**config.mk**
```make
export PLATFORM = sky130hd
export DESIGN_NAME = ldsr_regs_top
export DESIGN_NICKNAME = d
export VERILOG_FILES = /design/src/pkg/ldsr_pkg.sv /design/src/logic/ldsr_pwm_gen.sv /design/src/logic/ldsr_regs_top.sv /design/src/logic/ldsr_spi_slave.sv
export SDC_FILE = /design/constraint.sdc
export NUM_CORES = 1
export LEC_CHECK = 0
export BUFFER_PORTS_ARGS = -buffer_cell sky130_fd_sc_hd__buf_2
export CAP_MARGIN = 20
export CORE_ASPECT_RATIO = 0.75
export CORE_MARGIN = 2
export CORE_UTILIZATION = 55
export CTS_BUF_LIST = sky130_fd_sc_hd__clkbuf_16
export DETAILED_ROUTE_END_ITERATION = 6
export PLACE_DENSITY_LB_ADDON = 0.15
export SLEW_MARGIN = 20
export SYNTH_ARGS = -nofsm -noshare
export SYNTH_HDL_FRONTEND = slang
export SYNTH_HIERARCHICAL = 1
export SYNTH_SLANG_ARGS = --single-unit
```
**constraint.sdc**
```tcl
create_clock -name mclk -period 9.6 [get_ports mclk]
set_clock_uncertainty 0.1 [all_clocks]
set_input_delay 0.48 -clock mclk [delete_from_list [all_inputs] [get_ports mclk]]
set_output_delay 0.48 -clock mclk [all_outputs]
set_load 0.01 [all_outputs]
```
**src/pkg/ldsr_pkg.sv**
```systemverilog
// Purpose: shared constants and types of the led dimming set point bank
// Assumes: one clock mclk at 100 MHz, synchronous active high reset
// Notes: registers sit at byte addresses on the serial register port

package ldsr_pkg;

    // ------------------------------------------------------------
    // register addresses
    // ------------------------------------------------------------
    localparam logic [6:0] ADDR_C1_LO = 7'h08;
    localparam logic [6:0] ADDR_C1_HI = 7'h09;
    localparam logic [6:0] ADDR_C2_LO = 7'h0A;
    localparam logic [6:0] ADDR_C2_HI = 7'h0B;
    localparam logic [6:0] ADDR_DIV = 7'h0C;
    localparam logic [6:0] ADDR_P1_LO = 7'h0D;
    localparam logic [6:0] ADDR_P1_HI = 7'h0E;

    // ------------------------------------------------------------
    // field widths and reset values
    // ------------------------------------------------------------
    localparam int CODE_W = 10;
    localparam int SPLIT_W = 2;
    localparam int DIV_W = 3;
    localparam logic [7:0] RST_BYTE = 8'h00;
    localparam logic [1:0] RST_PAIR = 2'h0;
    localparam logic [2:0] RST_DIV = 3'h4;
    localparam logic [7:0] UNMAPPED_DATA = 8'h00;

    // ------------------------------------------------------------
    // pwm clock divider
    // ------------------------------------------------------------
    localparam int OSC_FREQ_KHZ = 10800;
    localparam int RATIO_W = 7;
    localparam logic [6:0] DIV_RATIO [8] = '{
        7'h07, 7'h08, 7'h0A, 7'h0C, 7'h10, 7'h18, 7'h31, 7'h62
    };

    // ------------------------------------------------------------
    // serial frame: first byte write flag and address, second data
    // ------------------------------------------------------------
    localparam logic [4:0] HDR_BITS = 5'h08;
    localparam logic [4:0] FRAME_BITS = 5'h10;
    localparam int WR_FLAG_POS = 15;

    typedef struct packed {
        logic wr;
        logic [6:0] addr;
        logic [7:0] wdata;
    } ldsr_cmd_s;

endpackage
```
**src/logic/ldsr_pwm_gen.sv**
```systemverilog
// Purpose: pwm clock divider and width comparator for one channel
// Assumes: oscillator pin far slower than mclk, sampled as a level
// Notes: a divider change takes effect at once, on the prescale count in progress
`timescale 1ns/1ps
`default_nettype none

module ldsr_pwm_gen (
    input wire logic mclk,
    input wire logic reset,
    input wire logic osc_in,
    input wire logic [ldsr_pkg::DIV_W-1:0] div_sel,
    input wire logic [ldsr_pkg::CODE_W-1:0] width,
    output logic tick_q,
    output logic dim_q
);
    import ldsr_pkg::*;

    logic [1:0] osc_s_q;
    logic osc_prev_q;
    logic [RATIO_W-1:0] pre_q, pre_d;
    logic [CODE_W-1:0] cnt_q, cnt_d;
    logic tick_d, dim_d, osc_rise, wrap;
    logic [RATIO_W-1:0] last;

    assign osc_rise = osc_s_q[1] & ~osc_prev_q;
    assign last = DIV_RATIO[div_sel] - 7'h01;
    // >= so a smaller ratio written mid-count cannot strand the count
    assign wrap = pre_q >= last;

    // prescale oscillator edges, then step the pwm counter
    always_comb begin
        pre_d = pre_q;
        cnt_d = cnt_q;
        tick_d = 1'b0;
        if (osc_rise) begin
            if (wrap) begin
                pre_d = '0;
                tick_d = 1'b1;
                cnt_d = cnt_q + 10'h001;
            end else begin
                pre_d = pre_q + 7'h01;
            end
        end
        dim_d = cnt_q < width;
    end

    always_ff @(posedge mclk) begin
        osc_s_q <= {osc_s_q[0], osc_in};
        if (reset) begin
            osc_prev_q <= 1'b0;
            pre_q <= '0;
            cnt_q <= '0;
            tick_q <= 1'b0;
            dim_q <= 1'b0;
        end else begin
            osc_prev_q <= osc_s_q[1];
            pre_q <= pre_d;
            cnt_q <= cnt_d;
            tick_q <= tick_d;
            dim_q <= dim_d;
        end
    end
endmodule // ldsr_pwm_gen

`default_nettype wire

```
**src/logic/ldsr_regs_top.sv**
```systemverilog
// Purpose: dimming set point register bank with internal pwm generator
// Assumes: host drives the serial port; oscillator arrives on a pin
// Notes: reads of unmapped addresses return zero, writes there vanish
`timescale 1ns/1ps
`default_nettype none

module ldsr_regs_top (
    input wire logic mclk,
    input wire logic reset,
    input wire logic spi_sclk,
    input wire logic spi_cs_n,
    input wire logic spi_mosi,
    output logic spi_miso,
    output logic spi_miso_oe_n,
    input wire logic osc_in,
    output logic [ldsr_pkg::CODE_W-1:0] chan1_current_code,
    output logic [ldsr_pkg::CODE_W-1:0] chan2_current_code,
    output logic [ldsr_pkg::CODE_W-1:0] chan1_pwm_width,
    output logic [ldsr_pkg::DIV_W-1:0] pwm_clock_divider_select,
    output logic pwm_clk_tick,
    output logic chan1_dim
);
    import ldsr_pkg::*;

    // ------------------------------------------------------------
    // serial port
    // ------------------------------------------------------------
    ldsr_cmd_s cmd;
    logic cmd_vld;
    logic [7:0] rdata;

    ldsr_spi_slave u_spi (
        .mclk(mclk),
        .reset(reset),
        .spi_sclk(spi_sclk),
        .spi_cs_n(spi_cs_n),
        .spi_mosi(spi_mosi),
        .rdata(rdata),
        .cmd_q(cmd),
        .cmd_vld_q(cmd_vld),
        .miso_q(spi_miso),
        .miso_oe_n_q(spi_miso_oe_n)
    );

    // ------------------------------------------------------------
    // register storage
    // ------------------------------------------------------------
    logic [SPLIT_W-1:0] c1_lo_q, c1_lo_d;
    logic [7:0] c1_hi_q, c1_hi_d;
    logic [SPLIT_W-1:0] c2_lo_q, c2_lo_d;
    logic [7:0] c2_hi_q, c2_hi_d;
    logic [DIV_W-1:0] div_q, div_d;
    logic [7:0] p1_lo_q, p1_lo_d;
    logic [SPLIT_W-1:0] p1_hi_q, p1_hi_d;

    // write decode; only the defined field bits are stored
    always_comb begin
        c1_lo_d = c1_lo_q;
        c1_hi_d = c1_hi_q;
        c2_lo_d = c2_lo_q;
        c2_hi_d = c2_hi_q;
        div_d = div_q;
        p1_lo_d = p1_lo_q;
        p1_hi_d = p1_hi_q;
        if (cmd_vld) begin
            unique case (cmd.addr)
                ADDR_C1_LO: c1_lo_d = cmd.wdata[1:0];
                ADDR_C1_HI: c1_hi_d = cmd.wdata;
                ADDR_C2_LO: c2_lo_d = cmd.wdata[1:0];
                ADDR_C2_HI: c2_hi_d = cmd.wdata;
                ADDR_DIV: div_d = cmd.wdata[2:0];
                ADDR_P1_LO: p1_lo_d = cmd.wdata;
                ADDR_P1_HI: p1_hi_d = cmd.wdata[1:0];
                default: ; // unmapped: write dropped
            endcase
        end
    end

    always_ff @(posedge mclk) begin
        if (reset) begin
            c1_lo_q <= RST_PAIR;
            c1_hi_q <= RST_BYTE;
            c2_lo_q <= RST_PAIR;
            c2_hi_q <= RST_BYTE;
            div_q <= RST_DIV;
            p1_lo_q <= RST_BYTE;
            p1_hi_q <= RST_PAIR;
        end else begin
            c1_lo_q <= c1_lo_d;
            c1_hi_q <= c1_hi_d;
            c2_lo_q <= c2_lo_d;
            c2_hi_q <= c2_hi_d;
            div_q <= div_d;
            p1_lo_q <= p1_lo_d;
            p1_hi_q <= p1_hi_d;
        end
    end

    // ------------------------------------------------------------
    // read back
    // ------------------------------------------------------------
    // reserved bits pad with zero; read is side effect free
    always_comb begin
        unique case (cmd.addr)
            ADDR_C1_LO: rdata = {6'h00, c1_lo_q};
            ADDR_C1_HI: rdata = c1_hi_q;
            ADDR_C2_LO: rdata = {6'h00, c2_lo_q};
            ADDR_C2_HI: rdata = c2_hi_q;
            ADDR_DIV: rdata = {5'h00, div_q};
            ADDR_P1_LO: rdata = p1_lo_q;
            ADDR_P1_HI: rdata = {6'h00, p1_hi_q};
            default: rdata = UNMAPPED_DATA;
        endcase
    end

    // ------------------------------------------------------------
    // set point outputs, all straight from the storage flops
    // ------------------------------------------------------------
    assign chan1_current_code = {c1_hi_q, c1_lo_q};
    assign chan2_current_code = {c2_hi_q, c2_lo_q};
    assign chan1_pwm_width = {p1_hi_q, p1_lo_q};
    assign pwm_clock_divider_select = div_q;

    // ------------------------------------------------------------
    // internal pwm generator for channel 1
    // ------------------------------------------------------------
    ldsr_pwm_gen u_pwm (
        .mclk(mclk),
        .reset(reset),
        .osc_in(osc_in),
        .div_sel(div_q),
        .width(chan1_pwm_width),
        .tick_q(pwm_clk_tick),
        .dim_q(chan1_dim)
    );
endmodule // ldsr_regs_top

`default_nettype wire

```
**src/logic/ldsr_spi_slave.sv**
```systemverilog
// Purpose: serial register port, mode 0, 16-bit frames
// Assumes: sclk half period spans at least four mclk periods
// Notes: read data shifts out during the second byte of any frame
`timescale 1ns/1ps
`default_nettype none

module ldsr_spi_slave (
    input wire logic mclk,
    input wire logic reset,
    input wire logic spi_sclk,
    input wire logic spi_cs_n,
    input wire logic spi_mosi,
    input wire logic [7:0] rdata,
    output var ldsr_pkg::ldsr_cmd_s cmd_q,
    output logic cmd_vld_q,
    output logic miso_q,
    output logic miso_oe_n_q
);
    import ldsr_pkg::*;

    logic [1:0] sclk_s_q, cs_s_q, mosi_s_q;
    logic sclk_prev_q, load_q, load_d;
    logic [4:0] bitcnt_q, bitcnt_d;
    logic [15:0] shift_q, shift_d;
    logic [7:0] tx_q, tx_d;
    ldsr_cmd_s cmd_d;
    logic cmd_vld_d, miso_d;
    logic rise, fall;

    // pins cross into mclk through two flops; only the second stage is read
    assign rise = sclk_s_q[1] & ~sclk_prev_q;
    assign fall = ~sclk_s_q[1] & sclk_prev_q;

    // frame sequencing: shift in on rise, shift out on fall
    always_comb begin
        bitcnt_d = bitcnt_q;
        shift_d = shift_q;
        tx_d = tx_q;
        cmd_d = cmd_q;
        cmd_vld_d = 1'b0;
        load_d = 1'b0;
        miso_d = miso_q;
        if (cs_s_q[1]) begin
            bitcnt_d = 5'h00;
        end else if (rise) begin
            shift_d = {shift_q[14:0], mosi_s_q[1]};
            bitcnt_d = bitcnt_q + 5'h01;
            if (bitcnt_d == HDR_BITS) begin
                cmd_d.addr = shift_d[6:0];
                load_d = 1'b1;
            end
            if (bitcnt_d == FRAME_BITS) begin
                cmd_d.wr = shift_d[WR_FLAG_POS];
                cmd_d.wdata = shift_d[7:0];
                cmd_vld_d = shift_d[WR_FLAG_POS];
                bitcnt_d = 5'h00;
            end
        end else if (fall && bitcnt_q >= HDR_BITS) begin
            miso_d = tx_q[7];
            tx_d = {tx_q[6:0], 1'b0};
        end
        // address settled one cycle earlier, so the mux output is stable
        if (load_q) begin
            tx_d = rdata;
        end
    end

    always_ff @(posedge mclk) begin
        sclk_s_q <= {sclk_s_q[0], spi_sclk};
        cs_s_q <= {cs_s_q[0], spi_cs_n};
        mosi_s_q <= {mosi_s_q[0], spi_mosi};
        if (reset) begin
            sclk_prev_q <= 1'b0;
            bitcnt_q <= 5'h00;
            shift_q <= 16'h0000;
            tx_q <= 8'h00;
            load_q <= 1'b0;
            cmd_q <= '0;
            cmd_vld_q <= 1'b0;
            miso_q <= 1'b0;
            miso_oe_n_q <= 1'b1;
        end else begin
            sclk_prev_q <= sclk_s_q[1];
            bitcnt_q <= bitcnt_d;
            shift_q <= shift_d;
            tx_q <= tx_d;
            load_q <= load_d;
            cmd_q <= cmd_d;
            cmd_vld_q <= cmd_vld_d;
            miso_q <= miso_d;
            miso_oe_n_q <= cs_s_q[1]; // released while deselected
        end
    end

endmodule // ldsr_spi_slave

`default_nettype wire

```
==> flow_metrics.env <==
export IMPL_outcome="finished clean"
export IMPL_clock_fmax_mhz=273.3
export IMPL_antenna_cells=0
export IMPL_holdPathEnd="u_pwm/osc_s_q[0]"
export IMPL_ys_warn_count=6
export IMPL_core_area_sq_mm=0.009619
export IMPL_fin_crit_ns=3.659
export IMPL_synth_fp_nets=609
export IMPL_combPwrFrac_pct=2.8
export IMPL_cap_viol_max_count=0
export IMPL_hold_class="in -> reg"
export IMPL_grt_setup_unrepaired="false"
export IMPL_cts_tree="yes"
export IMPL_grt_busiest_layer="met2"
export IMPL_peakVddDrop_mv=0.1057
export IMPL_cts_resized=0
export IMPL_grt_max_degree=112
export IMPL_n_fill_cell=839
export IMPL_fin_tns_setup_ns=0
export IMPL_drc_errors=0
export IMPL_hold_slack_ns=0.1298
export IMPL_swShare_pct=21.55
export IMPL_avgRoutedWirePerCell_microns=16.15
export IMPL_cts_buffers=9
export IMPL_synthCells=578
export IMPL_use_met3_pct=5.203
export IMPL_worstPathArrival_ns=3.80
export IMPL_pin_count=43
export IMPL_first_pass_iters=5
export IMPL_cts_htree_levels=3
export IMPL_p_int_w=0.0006945
export IMPL_pwr_share_clk_pct=45.4
export IMPL_period_share_pct=38.11
export IMPL_overflow=0
export IMPL_path_class="reg -> reg"
export IMPL_die_area_sq_mm=0.01069
export IMPL_clock_sinks=109
export IMPL_reg2regPathDepth=12
export IMPL_drive_above_1_share_pct=15.26
export IMPL_layout_nets=629
export IMPL_min_path_cells=1
export IMPL_postCtsHoldBufs=0
export IMPL_slew_viol_final=0
export IMPL_hp_start="osc_in"
export IMPL_final_cell_mix="dfxtp_1 (109), mux2i_1 (50), nand2_1 (47)"
export IMPL_setup_viol=0
export IMPL_seqPwrFrac_pct=51.8
export IMPL_rrSetupSlack_ns=5.94
export IMPL_power_density_mw_per_mm2=148.5
export IMPL_dieHeight_microns=90.03
export IMPL_portBuffers=42
export IMPL_post_cts_buffers=0
export IMPL_cp_end_kind="flop"
export IMPL_p_leak_nw=2.389
export IMPL_drt_iter0_drc=325
export IMPL_relSlewSlack_pct=32.32
export IMPL_met2_usage_pct=34.96
export IMPL_reg2reg_from="pwm_clock_divider_select[1]"
export IMPL_grt_total_usage_pct=22.81
export IMPL_critPathRequiredTime_ns=9.74
export IMPL_routed_wl_mm=11.87
export IMPL_tightest_slew_ns=1.015
export IMPL_antenna_found_initial=0
export IMPL_finalHoldViolations=0
export IMPL_syn_area_per_cell_sq_um=9.390
export IMPL_root_buffer="clkbuf_16"
export IMPL_cp_start_kind="flop"
export IMPL_row_count=31
export IMPL_final_common_cell="dfxtp_1"
export IMPL_start_util_pct=56.43
export IMPL_globalRouteMet1Util_pct=32.41
export IMPL_gp_congestion=0.8193
export IMPL_final_util_pct=61.99
export IMPL_synth_area_sq_mm=0.005428
export IMPL_power_switching_w=0.0001908
export IMPL_post_dp_hpwl_mm=8.428
export IMPL_clk_latency_ns=0.35
export IMPL_syn_to_final_growth_pct=9.866
export IMPL_vias=4255
export IMPL_cp_max_fo=13
export IMPL_worst_r2r_endpoint="u_pwm/cnt_q[8]"
export IMPL_grt_pass1_wl_mm=19.81
export IMPL_grt_pass1_vias=3953
export IMPL_viasPerCell=5.789
export IMPL_drt_antenna_violating_nets=0
export IMPL_clockBufferDepth=2
export IMPL_path_clk_slew_ns=0.07
export IMPL_fp_dieW_microns=118.7
-- sequential cells by signal, indices dropped and copies added (netlist names), 3 cells and up --
name                      count
c1_hi_q                       8
c2_hi_q                       8
p1_lo_q                       8
pwm_clock_divider_select      3
u_pwm/cnt_q                  10
u_pwm/pre_q                   7
u_spi/bitcnt_q                5
u_spi/cmd_q                  15
u_spi/shift_q                15
u_spi/tx_q                    8
-- power groups by stage --
stage                     sequential (W)  combinational [W]  clock [W]
final                           0.000458          0.0000247   0.000402
after global routing            0.000459          0.0000272   0.000427
after CTS                       0.000458          0.0000248   0.000410
after detailed placement        0.000469          0.0000249          0
after global placement          0.000469          0.0000241          0
after floorplan                 0.000468          0.0000209          0
-- metal layers --
layer	wire [microns]	part of all wire (%)	up-vias
met1	5676	48	2028
met4	150	1.3	0
met5	0	0	-
met3	768	6.5	15
met2	5276	44	132
li1	-	-	2080
-- metrics by stage --
stage / setup WS (ns) / cells / power, W / area (sq um)
2_1_floorplan: 6.470 / 578 / 0.0004894 / 5428
3_5_place_dp: 5.993 / 719 / 0.0004940 / 5640
5_1_grt: 5.639 / 735 / 0.0009128 / 5963
6_report: 5.941 / 735 / 0.0008853 / 5963
4_1_cts: 5.981 / 735 / 0.0008935 / 5963
3_3_place_gp: 6.191 / 719 / 0.0004930 / 5640
-- critical path, cell delays in order, from the launching register on --
cell and delay, ns:
dfxtp_1 0.61, inv_1 0.13, ha_1 0.21, mux2i_1 0.27, ha_1 0.24, nand3_1 0.10
xnor2_1 0.15, a32oi_1 0.18, ha_1 0.28, a21oi_1 0.18, o31a_1 0.66, nor3_2 0.12
mux2_4 0.32
-- layout make-up --
class | instances | area [sq um] | area share [%]
tap | 132 | 165.2 | 2.770
timing repair buffer | 44 | 225.2 | 3.777
sequential | 109 | 2182 | 36.59
inverter | 13 | 48.80 | 0.8183
clock buffer | 9 | 225.2 | 3.777
multi-input combinational | 421 | 3019 | 50.63
clock inverter | 7 | 97.59 | 1.637
-- worst max-delay path by stage --
| stage | startpoint | end | slack (ns) | cells after the start |
|---|---|---|---|---|
| floorplan | pwm_clock_divider_select[0] | u_pwm/cnt_q[5] | 6.47 | 13 |
| global placement | pwm_clock_divider_select[0] | u_pwm/cnt_q[6] | 6.19 | 12 |
| detailed placement | pwm_clock_divider_select[1] | u_pwm/cnt_q[8] | 5.99 | 12 |
| CTS | pwm_clock_divider_select[1] | u_pwm/cnt_q[8] | 5.98 | 12 |
| global route | pwm_clock_divider_select[1] | u_pwm/cnt_q[8] | 5.64 | 12 |
| finish | pwm_clock_divider_select[1] | u_pwm/cnt_q[8] | 5.94 | 12 |
Power figures use the tool's default switching activity.
